**src/common/rtcs_pkg.sv**
```systemverilog
// Purpose: shared constants for the clock bus and power supervisor block
// Assumes: one 250 MHz clock; timeouts counted in 32.768 kHz oscillator ticks
// Notes: byte addresses, field positions and time figures live here only
package rtcs_pkg;
	// byte addresses of the 16-byte map
	localparam logic [3:0] ADDR_SEC = 4'h0;
	localparam logic [3:0] ADDR_MIN = 4'h2;
	localparam logic [3:0] ADDR_HOUR = 4'h4;
	localparam logic [3:0] ADDR_DAY = 4'h6;
	localparam logic [3:0] ADDR_DOW = 4'h8;
	localparam logic [3:0] ADDR_MON = 4'h9;
	localparam logic [3:0] ADDR_YEAR = 4'hA;
	localparam logic [3:0] ADDR_RATES = 4'hB;
	localparam logic [3:0] ADDR_FLAGS = 4'hD;
	localparam logic [3:0] ADDR_CTRL = 4'hE;
	localparam logic [3:0] ADDR_CENT = 4'hF;
	// field positions
	localparam int CTRL_FREEZE_BIT = 3;
	localparam int CTRL_RUN_BIT = 2;
	localparam int RATE_WD_LSB = 4;
	localparam int FLAG_BVF_BIT = 0;
	// calendar reset values and limits (bcd)
	localparam logic [7:0] BCD_ZERO = 8'h00;
	localparam logic [7:0] BCD_ONE = 8'h01;
	localparam logic [7:0] BCD_59 = 8'h59;
	localparam logic [7:0] BCD_23 = 8'h23;
	localparam logic [7:0] BCD_7 = 8'h07;
	localparam logic [7:0] BCD_12 = 8'h12;
	localparam logic [7:0] BCD_99 = 8'h99;
	// timing
	localparam int CLK_PERIOD_NS = 4;
	localparam int OSC_HZ = 32768;
	localparam int PB_MIN_NS = 1000;
	localparam int PB_MIN_CYCLES = (PB_MIN_NS + CLK_PERIOD_NS - 1) / CLK_PERIOD_NS;
	localparam int RST_HOLD_MS = 200;
	localparam int CER_MS = 200;
	localparam int CSR_MS = 200;
	localparam int WPT_US = 150;
	localparam int RST_HOLD_TICKS = RST_HOLD_MS * OSC_HZ / 1000;
	localparam int CER_TICKS = CER_MS * OSC_HZ / 1000;
	localparam int CSR_TICKS = CSR_MS * OSC_HZ / 1000;
	localparam int WPT_TICKS = (WPT_US * OSC_HZ / 1000000 > 0) ? WPT_US * OSC_HZ / 1000000 : 1;
	// reset sequencer states, gray along idle-button-hold
	typedef enum logic [1:0] {RS_IDLE = 2'b00, RS_BUTTON = 2'b01, RS_HOLD = 2'b11,
		RS_POWER = 2'b10} rtcs_rst_e;
	// writable bits per byte; the rest read as zero, except the battery flag bit of the flags byte
	function automatic logic [7:0] rtcs_wr_mask(input logic [3:0] a);
		case (a)
			4'h0, 4'h2: return 8'h7F;
			4'h4: return 8'hBF;
			4'h6: return 8'h3F;
			4'h8: return 8'h07;
			4'h9: return 8'h1F;
			4'hB: return 8'h7F;
			4'hC, 4'hE: return 8'h0F;
			4'hD: return 8'h00;
			default: return 8'hFF;
		endcase
	endfunction
	// watchdog timeout in oscillator ticks
	function automatic logic [16:0] rtcs_wd_ticks(input logic [2:0] s);
		case (s)
			3'd1: return 17'h0_0300;
			3'd2: return 17'h0_0600;
			3'd3: return 17'h0_0C00;
			3'd4: return 17'h0_1800;
			3'd5: return 17'h0_3000;
			3'd6: return 17'h0_6000;
			3'd7: return 17'h1_8000;
			default: return 17'h0_C000;
		endcase
	endfunction
	// reset pulse after watchdog expiry, oscillator ticks
	function automatic logic [16:0] rtcs_wd_rst_ticks(input logic [2:0] s);
		case (s)
			3'd1: return 17'h0_0080;
			3'd2: return 17'h0_0100;
			3'd3: return 17'h0_0200;
			3'd4: return 17'h0_0400;
			3'd5: return 17'h0_0800;
			3'd6: return 17'h0_1000;
			3'd7: return 17'h0_4000;
			default: return 17'h0_0008;
		endcase
	endfunction
endpackage

```
**src/design/rtcs_top.sv**
```systemverilog
// Purpose: sram-style byte port, time freeze/transfer, power supervisor, watchdog
// Assumes: all pins asynchronous to ref_clk; osc_clk_in is the 32.768 kHz time base
// Notes: hours count in 24-hour form; alarm and interrupt logic not present
`timescale 1ns/10ps

// Summary of operation
// [RULE1] read drives addressed byte when selected
// [RULE2] data lines released unless select and enable
// [RULE3] write starts at later falling strobe
// [RULE4] write ends, data taken, earlier rising strobe
// [RULE5] host holds address, observes recovery time
// [RULE6] host keeps write data set-up and hold
// [RULE7] write enable low releases driven outputs
// [RULE8] visible time bytes copied once per second
// [RULE9] freeze bit stops copies, counters keep running
// [RULE10] update in progress completes before freeze
// [RULE11] clearing freeze loads written time bytes
// [RULE12] run bit decides halt in backup only
// [RULE13] power fail blocks writes plus recovery time
// [RULE14] power fail forces sram enable inactive
// [RULE15] running sram access finishes, limit forces high
// [RULE16] sram enable held off after power-up
// [RULE17] valid power passes sram enable combinationally
// [RULE18] backup cell connected after first power-up
// [RULE19] reset low on power-down and hold time
// [RULE20] button pull starts long reset after release
// [RULE21] watchdog silence asserts watchdog and reset
// [RULE22] any watchdog edge restarts the count
// [RULE23] no valid battery clears watchdog rate
// [RULE24] supply inputs synchronised, timeouts in ticks
// [RULE25] strobes synchronised, writes committed at end
module rtcs_top
	import rtcs_pkg::*;
#(
	parameter int TICKS_PER_SEC = OSC_HZ,
	parameter int RST_TICKS = RST_HOLD_TICKS,
	parameter int CER_LIMIT = CER_TICKS,
	parameter int CSR_LIMIT = CSR_TICKS
) (
	input wire logic ref_clk,
	input wire logic rst,
	input wire logic [3:0] addr,
	input wire logic cs_n,
	input wire logic oe_n,
	input wire logic we_n,
	input wire logic [7:0] dq_in,
	output logic [7:0] dq_out,
	output logic dq_oe,
	input wire logic osc_clk_in,
	input wire logic power_fail_in,
	input wire logic switchover_threshold,
	input wire logic backup_cell_in,
	input wire logic ce_in_n,
	output logic ce_out_n,
	output logic sram_supply_out,
	output logic backup_connect,
	input wire logic rst_pin_in,
	output logic rst_pin_out,
	output logic rst_pin_oe,
	input wire logic watchdog_kick_in,
	output logic watchdog_expired_n
);
	localparam int NSYNC = 10;
	logic [NSYNC-1:0] pins, s1, s2, s3, filt;
	logic [11:0] ad1, ad2, ad3;
	logic f_cs_n, f_oe_n, f_we_n, f_osc, f_pf, f_so, f_bv, f_kick, f_rstp, f_ce_n;
	logic osc_q, tick, wr_q, wr_act, wr_end, wp, pf_q, power_back, kick_q, sec_tick, run;
	logic [3:0] wr_addr;
	logic [7:0] wr_data;
	logic [7:0] vis [16];
	logic [7:0] cnt [16];
	logic [7:0] next_cnt [16];
	logic [16:0] sec_cnt, csr_cnt, cer_cnt, wpt_cnt, wd_cnt, hold_cnt, wd_limit;
	logic [8:0] pb_cnt;
	logic ce_block, wd_expire, commit, freeze, load, kick_edge;
	rtcs_rst_e state;

	// three-stage synchronisers for every pin
	assign pins = {cs_n, oe_n, we_n, osc_clk_in, power_fail_in, switchover_threshold,
		backup_cell_in, watchdog_kick_in, rst_pin_in, ce_in_n};
	always_ff @(posedge ref_clk or posedge rst) begin
		if (rst) begin
			s1 <= '1;
			s2 <= '1;
			s3 <= '1;
			ad1 <= '0;
			ad2 <= '0;
			ad3 <= '0;
		end else begin
			s1 <= pins;
			s2 <= s1;
			s3 <= s2;
			ad1 <= {addr, dq_in};
			ad2 <= ad1;
			ad3 <= ad2;
		end
	end
	// [RULE24] agreement filter per bit
	for (genvar i = 0; i < NSYNC; i++) begin : g_filt
		always_ff @(posedge ref_clk or posedge rst) begin
			if (rst) begin
				filt[i] <= 1'b1;
			end else if (s2[i] == s3[i]) begin
				filt[i] <= s3[i];
			end
		end
	end
	assign {f_cs_n, f_oe_n, f_we_n, f_osc, f_pf, f_so, f_bv, f_kick, f_rstp, f_ce_n} = filt;

	// oscillator tick and one-second divider; clock halts only in backup with run at 0
	assign tick = f_osc & ~osc_q;
	// [RULE12] run gating
	assign run = ~f_so | vis[ADDR_CTRL][CTRL_RUN_BIT];
	assign sec_tick = tick & run & (sec_cnt == 17'(TICKS_PER_SEC - 1));
	always_ff @(posedge ref_clk or posedge rst) begin
		if (rst) begin
			osc_q <= 1'b1;
			sec_cnt <= '0;
		end else begin
			osc_q <= f_osc;
			if (tick && run) begin
				sec_cnt <= sec_tick ? '0 : sec_cnt + 17'd1;
			end
		end
	end

	// host write strobes
	// [RULE3] start at later fall
	assign wr_act = ~f_cs_n & ~f_we_n;
	// [RULE4] end at earlier rise
	assign wr_end = wr_q & ~wr_act;
	// [RULE13] writes blocked while protected
	assign wp = f_pf | (csr_cnt != '0);
	// [RULE25] commit at strobe end
	assign commit = wr_end & ~wp;
	assign freeze = vis[ADDR_CTRL][CTRL_FREEZE_BIT];
	// [RULE11] freeze cleared loads counters
	assign load = commit & (wr_addr == ADDR_CTRL) & freeze & ~wr_data[CTRL_FREEZE_BIT];
	always_ff @(posedge ref_clk or posedge rst) begin
		if (rst) begin
			wr_q <= 1'b0;
			wr_addr <= '0;
			wr_data <= '0;
		end else begin
			wr_q <= wr_act;
			if (wr_act) begin
				wr_addr <= ad3[11:8];
				wr_data <= ad3[7:0];
			end
		end
	end

	// read port: registered data and enable
	always_ff @(posedge ref_clk or posedge rst) begin
		if (rst) begin
			dq_out <= '0;
			dq_oe <= 1'b0;
		end else begin
			// [RULE1] addressed byte
			dq_out <= (ad3[11:8] == ADDR_FLAGS) ? 8'(f_bv) << FLAG_BVF_BIT : vis[ad3[11:8]];
			// [RULE2] [RULE7] release on deselect or write enable low
			dq_oe <= ~f_cs_n & ~f_oe_n & f_we_n;
		end
	end

	// bcd increment with wrap; bit 8 is the carry
	function automatic logic [8:0] bcd_inc(input logic [7:0] v, input logic [7:0] last,
		input logic [7:0] first);
		if (v >= last) begin
			return {1'b1, first};
		end else if (v[3:0] == 4'h9) begin
			return {1'b0, v[7:4] + 4'h1, 4'h0};
		end
		return {1'b0, v[7:4], v[3:0] + 4'h1};
	endfunction
	// last day of month in bcd
	function automatic logic [7:0] month_last(input logic [7:0] m, input logic [7:0] y);
		logic leap;
		leap = y[4] ? (y[3:0] == 4'h2 || y[3:0] == 4'h6) :
			(y[3:0] == 4'h0 || y[3:0] == 4'h4 || y[3:0] == 4'h8);
		case (m)
			8'h02: return leap ? 8'h29 : 8'h28;
			8'h04, 8'h06, 8'h09, 8'h11: return 8'h30;
			default: return 8'h31;
		endcase
	endfunction

	// calendar carry chain
	always_comb begin
		logic [8:0] r;
		r = '0;
		next_cnt = cnt;
		r = bcd_inc(cnt[ADDR_SEC], BCD_59, BCD_ZERO);
		next_cnt[ADDR_SEC] = r[7:0];
		if (r[8]) begin
			r = bcd_inc(cnt[ADDR_MIN], BCD_59, BCD_ZERO);
			next_cnt[ADDR_MIN] = r[7:0];
			if (r[8]) begin
				r = bcd_inc(cnt[ADDR_HOUR], BCD_23, BCD_ZERO);
				next_cnt[ADDR_HOUR] = r[7:0];
				if (r[8]) begin
					next_cnt[ADDR_DOW] = 8'(bcd_inc(cnt[ADDR_DOW], BCD_7, BCD_ONE));
					r = bcd_inc(cnt[ADDR_DAY], month_last(cnt[ADDR_MON], cnt[ADDR_YEAR]), BCD_ONE);
					next_cnt[ADDR_DAY] = r[7:0];
					if (r[8]) begin
						r = bcd_inc(cnt[ADDR_MON], BCD_12, BCD_ONE);
						next_cnt[ADDR_MON] = r[7:0];
						if (r[8]) begin
							r = bcd_inc(cnt[ADDR_YEAR], BCD_99, BCD_ZERO);
							next_cnt[ADDR_YEAR] = r[7:0];
							if (r[8]) begin
								next_cnt[ADDR_CENT] = 8'(bcd_inc(cnt[ADDR_CENT], BCD_99, BCD_ZERO));
							end
						end
					end
				end
			end
		end
	end

	// internal counters: load on unfreeze, else advance each second
	always_ff @(posedge ref_clk or posedge rst) begin
		if (rst) begin
			for (int k = 0; k < 16; k++) begin
				cnt[k] <= (k == ADDR_DAY || k == ADDR_DOW || k == ADDR_MON) ? BCD_ONE : BCD_ZERO;
			end
		end else if (load) begin
			cnt <= vis;
		end else if (sec_tick) begin
			cnt <= next_cnt;
		end
	end

	// visible bytes: copy then host write, write taking the byte it names
	always_ff @(posedge ref_clk or posedge rst) begin
		if (rst) begin
			for (int k = 0; k < 16; k++) begin
				vis[k] <= (k == ADDR_DAY || k == ADDR_DOW || k == ADDR_MON) ? BCD_ONE : BCD_ZERO;
			end
		end else begin
			// [RULE8] [RULE9] [RULE10] simultaneous copy unless already frozen
			if (sec_tick && !freeze) begin
				for (int k = 0; k <= ADDR_YEAR; k++) begin
					if (k == ADDR_SEC || k == ADDR_MIN || k == ADDR_HOUR || k >= ADDR_DAY && k[0] == 1'b0
						|| k == ADDR_MON || k == ADDR_YEAR) begin
						vis[k] <= next_cnt[k];
					end
				end
				vis[ADDR_CENT] <= next_cnt[ADDR_CENT];
			end
			if (commit) begin
				vis[wr_addr] <= wr_data & rtcs_wr_mask(wr_addr);
			end
			// [RULE23] default watchdog rate without battery
			if (power_back && !f_bv) begin
				vis[ADDR_RATES][RATE_WD_LSB +: 3] <= 3'b000;
			end
		end
	end

	// power-fail protection, sram enable gating and backup connection
	assign power_back = pf_q & ~f_pf;
	// [RULE14] [RULE16] [RULE17] combinational pass-through, gated by block flag
	assign ce_out_n = ce_in_n | ce_block;
	assign sram_supply_out = f_so & backup_connect;
	always_ff @(posedge ref_clk or posedge rst) begin
		if (rst) begin
			pf_q <= 1'b1;
			csr_cnt <= '0;
			cer_cnt <= '0;
			wpt_cnt <= '0;
			ce_block <= 1'b1;
			backup_connect <= 1'b0;
		end else begin
			pf_q <= f_pf;
			// [RULE13] recovery after supply returns
			if (f_pf) begin
				csr_cnt <= 17'(CSR_LIMIT);
			end else if (tick && csr_cnt != '0) begin
				csr_cnt <= csr_cnt - 17'd1;
			end
			// [RULE18] first valid power breaks isolation
			if (power_back) begin
				backup_connect <= 1'b1;
			end
			if (f_pf) begin
				cer_cnt <= 17'(CER_LIMIT);
				if (!pf_q) begin
					wpt_cnt <= 17'(WPT_TICKS);
				end else if (tick && wpt_cnt != '0) begin
					wpt_cnt <= wpt_cnt - 17'd1;
				end
				// [RULE15] finish access or force at limit
				if (f_ce_n || (pf_q && wpt_cnt == '0)) begin // limit loads on first fail cycle
					ce_block <= 1'b1;
				end
			end else if (cer_cnt != '0) begin
				// [RULE16] power-up hold
				ce_block <= 1'b1;
				if (tick) begin
					cer_cnt <= cer_cnt - 17'd1;
				end
			end else begin
				ce_block <= ~backup_connect;
			end
		end
	end

	// watchdog: any edge restarts, expiry repeats every period; a kick beats expiry
	assign kick_edge = f_kick ^ kick_q;
	assign wd_limit = rtcs_wd_ticks(vis[ADDR_RATES][RATE_WD_LSB +: 3]);
	assign wd_expire = ~f_pf & ~kick_edge & tick & (wd_cnt == wd_limit - 17'd1);
	always_ff @(posedge ref_clk or posedge rst) begin
		if (rst) begin
			kick_q <= 1'b1;
			wd_cnt <= '0;
			watchdog_expired_n <= 1'b1;
		end else begin
			kick_q <= f_kick;
			// [RULE22] edge restarts count
			if (f_pf || kick_edge) begin
				wd_cnt <= '0;
				watchdog_expired_n <= 1'b1;
			end else if (wd_expire) begin
				// [RULE21] expiry drives watchdog output
				wd_cnt <= '0;
				watchdog_expired_n <= 1'b0;
			end else if (tick) begin
				wd_cnt <= wd_cnt + 17'd1;
			end
		end
	end

	// reset sequencer: power, push-button and watchdog sources
	assign rst_pin_out = 1'b0;
	assign rst_pin_oe = (state == RS_POWER) || (state == RS_HOLD);
	always_ff @(posedge ref_clk or posedge rst) begin
		if (rst) begin
			state <= RS_POWER;
			hold_cnt <= '0;
			pb_cnt <= '0;
		end else begin
			case (state)
				RS_IDLE: begin
					pb_cnt <= f_rstp ? '0 : pb_cnt + 9'd1;
					if (f_pf) begin
						state <= RS_POWER;
					end else if (wd_expire) begin
						state <= RS_HOLD;
						hold_cnt <= rtcs_wd_rst_ticks(vis[ADDR_RATES][RATE_WD_LSB +: 3]);
					end else if (pb_cnt == 9'(PB_MIN_CYCLES - 1) && !f_rstp) begin
						// [RULE20] long enough pull seen
						state <= RS_BUTTON;
					end
				end
				RS_BUTTON: begin
					pb_cnt <= '0;
					if (f_pf) begin
						state <= RS_POWER;
					end else if (f_rstp) begin
						// [RULE20] hold after release
						state <= RS_HOLD;
						hold_cnt <= 17'(RST_TICKS);
					end
				end
				RS_HOLD: begin
					if (f_pf) begin
						state <= RS_POWER;
					end else if (tick) begin
						if (hold_cnt <= 17'd1) begin
							state <= RS_IDLE;
						end
						hold_cnt <= hold_cnt - 17'd1;
					end
				end
				RS_POWER: begin
					// [RULE19] hold time after supply returns
					if (!f_pf) begin
						state <= RS_HOLD;
						hold_cnt <= 17'(RST_TICKS);
					end
				end
				default: state <= RS_POWER;
			endcase
		end
	end
endmodule // rtcs_top

```
**config.mk**
```make
export PLATFORM = sky130hd
export DESIGN_NAME = rtcs_top
export DESIGN_NICKNAME = d
export VERILOG_FILES = /design/src/common/rtcs_pkg.sv /design/src/design/rtcs_top.sv
export SDC_FILE = /design/constraint.sdc
export NUM_CORES = 1
export LEC_CHECK = 0
export BUFFER_PORTS_ARGS = -buffer_cell sky130_fd_sc_hd__buf_2
export CAP_MARGIN = 20
export CORE_ASPECT_RATIO = 0.8
export CORE_MARGIN = 2
export CORE_UTILIZATION = 52
export CTS_BUF_LIST = sky130_fd_sc_hd__clkbuf_16
export CTS_CLUSTER_DIAMETER = 30
export DETAILED_ROUTE_END_ITERATION = 12
export PLACE_DENSITY = 0.71
export SLEW_MARGIN = 15
export SYNTH_ARGS = -nofsm -noshare
export SYNTH_HDL_FRONTEND = slang
export SYNTH_SLANG_ARGS = --single-unit
```
**constraint.sdc**
```tcl
create_clock -name ref_clk -period 13.4 [get_ports ref_clk]
set_input_delay 0 -clock ref_clk [delete_from_list [all_inputs] [get_ports ref_clk]]
set_output_delay 0 -clock ref_clk [all_outputs]
set_load 0.02 [all_outputs]
```
==> impl_metrics.ini <==
[worst_setup_path]
crit_path_cell_trace = ha_1, and3b_1, a21oi_1, nor3_1, a21oi_1, ha_1, nor4b_1, o221ai_1, nand2_1, nor3_1, buf_4, mux2_2, o221ai_1, o21ai_0
crit_type = flip-flop to flip-flop
worst-endpoint-arrival_ns = 4.66
crit_path_end_kind = flip-flop
cp.required_ns = 13.83
startpoint_type_of_the_worst_setup_path = flip-flop
worst_path_max_delay_cell = sky130_fd_sc_hd__dfstp_2
critical_path.max_stage_delay_ns = 0.56
path_max_fanout = 11

[cts]
postCtsSetupRepairBufs = 0
path_clk_slew_ns = 0.06
cts.hold.buffers_added = 24
clk-insertion-delay-late_ns = 0.60
tritoncts_num_sinks = 409
clock_path_buffers = 3
cts_buffers = 79
post_cts_resize_count = 0
cts_tree = built
cts_htree_levels = 3
clockRootBuffer = sky130_fd_sc_hd__clkbuf_16

[finish]
final_layout_size_suffix_gt1_share_pct = 15.1
fill_cells = 3153
nets_finish = 2284
sequential_cell_area_sq_um = 10300
flow.area_growth_from_synthesis_pct = 17.4
multiInputGateArea_sq_um = 9960

[floorplan]
chipHeight_um = 183
initial_core_util_pct = 52.8
io-pin-count = 39
std_cell_rows = 65
die-width_um = 228
die_area_sq_um = 41800
core_sq_um = 39500

[min_path]
timing.hold.worst.class = input port to flip-flop

[yosys]
synth.top_cell.area_share_pct = 42.8
async_flop_share_pct = 100
seq_area_frac_synth_pct = 49.3
avgSynthCellArea_sq_um = 9.75
number_of_distinct_library_cell_variants_in_the_gate_level_netlist_after_synthesis = 81
synth.net_count = 2224
yosysWarnings = 0
synth_seq_cells = 409
synth-edff-count = 0
synth_top_cell_by_area = sky130_fd_sc_hd__dfrtp_1
ys.flop_type = sky130_fd_sc_hd__dfrtp_1
most_used_standard_cell_by_instance_count_after_synthesis = sky130_fd_sc_hd__dfrtp_1
syn_area_sq_um = 20900
post_synth_inst_count = 2142
synth.cells.most_frequent = 357 x sky130_fd_sc_hd__dfrtp_1, 262 x sky130_fd_sc_hd__nand2_1, 206 x sky130_fd_sc_hd__nor2_1, 195 x sky130_fd_sc_hd__o21ai_0, 124 x sky130_fd_sc_hd__a21oi_1
synth_top_cells_by_area = sky130_fd_sc_hd__dfrtp_1 43%, sky130_fd_sc_hd__dfstp_2 6.5%, sky130_fd_sc_hd__nand2_1 4.7%

[power_and_ir_drop]
combinationalPowerShare_pct = 13.2
power_frac_seq_pct = 36.2
switching_share_pct = 28.1
max-vdd-ir-drop_uv = 197
powerDensity_nw_per_um2 = 159
total_switching_power_w = 0.00110
total_power_w = 0.00391
power_leakage_nw = 10.5
clkPwrFrac_pct = 50.6
internal_power_w = 0.00281

[route]
drt_first_iter_violations = 2085
vias_per_cell = 6.20
num_vias = 17400
ant_nets = 0
wl_per_cell_um = 21.0
drt-pass1-iter-count = 6
routed_wirelength_um = 58800
drc_errors = 0

[grt]
gr-usage-all-layers_pct = 28.8
antenna_violations_before_repair = 2
grt_first_pass_wirelength_um = 94900
overflow_after_grt = 0
via_count_of_the_first_global_routing_pass = 17100
grt_start_max_net_pins = 130

[timing]
timing_max_transition_violations_final = 0
worst_slew_margin_rel_pct = 25.2
report.final.hold_viol_count = 0
setup_repair_after_global_routing_missed_its_margin = false
final.min_clock_period_ns = 4.23
max_freq_ghz = 0.237
report.final.setup_viol = 0
final.setup_skew_ns = 0.0196
timing_worst_slew_pin_value_ns = 1.11
setup_total_negative_slack_ns = 0
post-route-period-util_pct = 31.5

[placed_design]
routabilityCongestion = 0.938
portBuffers = 37
place.detailed.hpwl_um = 38200

[job]
timing.max_cap.violations = 0

[run_status]
status = complete, no violations
==> flip-flops by register name, indices dropped and copies added (netlist names), 2 cells and up <==
name / count
s1: 10
wpt_cnt: 17
wd_cnt: 17
s3: 10
state: 2
pb_cnt: 9
s2: 10
cnt: 64
ad3: 12
vis: 127
hold_cnt: 17
sec_cnt: 17
csr_cnt: 17
cer_cnt: 17
dq_out: 8
ad1: 12
wr_data: 8
wr_addr: 4
ad2: 12
==> area by class of cell <==
class	instances	share of cell area [%]
Clock buffer	83	8.47
Tap cell	536	2.73
Antenna cell	1	0.0102
Clock inverter	64	2.51
Multi-Input combinational cell	1563	40.6
Sequential cell	409	42.0
Timing Repair Buffer	91	2.73
Inverter	58	0.918
==> critical path: cells and delay by family, from the launching register on <==
| family | cells | cell delay [ns] |
|---|---|---|
| simple gates | 5 | 1.36 |
| mux | 1 | 0.36 |
| buf+inv | 1 | 0.22 |
| flops | 1 | 0.56 |
| fa+ha+maj | 2 | 0.45 |
| compound gates | 5 | 1.12 |
==> routing by layer <==
layer	GRT usage, %	routed length [um]	vias to the layer above
met1	41.1	25500	8575
met5	0	18	-
li1	-	-	7812
met3	7.66	5910	154
met2	42.4	25600	848
met4	10.8	1730	2
==> cell usage in the layout (no fill, tap or decap), drive strengths merged, types with 32 or more instances in the layout <==
master	instances
clkbuf	83
mux4	40
and2	32
buf	67
ha	58
xnor2	44
xor2	35
nor3	54
nand3	73
o21ai	196
a21oi	124
inv	77
nand2	262
nor2	206
dfstp	52
dfrtp	357
nor4	33
==> final timing paths <==
path	cells past startpoint	start	slack, ns	end
max	14	cnt[48]	9.17	vis[0]
min reg2reg	0	ad2[7]	0.34	ad3[7]
min in group asynchronous	3	rst	0.15	wpt_cnt[12]
max reg2reg	14	cnt[48]	9.17	vis[0]
max in group asynchronous	5	rst	11.36	ad3[9]
min	2	oe_n	0.05	s1[8]
==> through the flow <==
step	setup slack [ns]	hold slack [ns]	util, %	cells	cell area, sq um
2_1_floorplan	2.11	0.00448	-	2142	20900
3_3_place_gp	9.45	0.105	54.5	2632	21600
3_5_place_dp	9.38	0.106	54.6	2632	21600
4_1_cts	9.27	0.00112	62.0	2803	24500
5_1_grt	8.86	0.0170	62.1	2804	24500
6_report	9.17	0.0455	62.1	2805	24500
==> cells by family (layout without fill, tap and decap cells) <==
kind of cell / Yosys count / after routing / share of synthesized area (%)
AO/OA/AOI/OAI: 490 / 490 / 14.2
AND/OR/NAND/NOR: 845 / 845 / 19.7
adder cells (fa/ha/maj): 68 / 68 / 3.95
multiplexers: 80 / 80 / 6.34
flip-flops: 409 / 409 / 49.3
buffers and inverters: 170 / 296 / 3.16
XOR/XNOR: 79 / 79 / 3.31
other: 1 / 2 / 0.0180
==> power by group through the flow <==
| stage | registers (W) | logic (W) | clock network (W) |
|---|---|---|---|
| floorplan | 0.00140 | 0.000376 | 0 |
| global placement | 0.00143 | 0.000483 | 0 |
| detailed placement | 0.00143 | 0.000497 | 0 |
| CTS | 0.00141 | 0.000507 | 0.00200 |
| global route | 0.00143 | 0.000571 | 0.00207 |
| finish | 0.00141 | 0.000514 | 0.00198 |
Note: power is estimated with default switching activity, not from simulation.
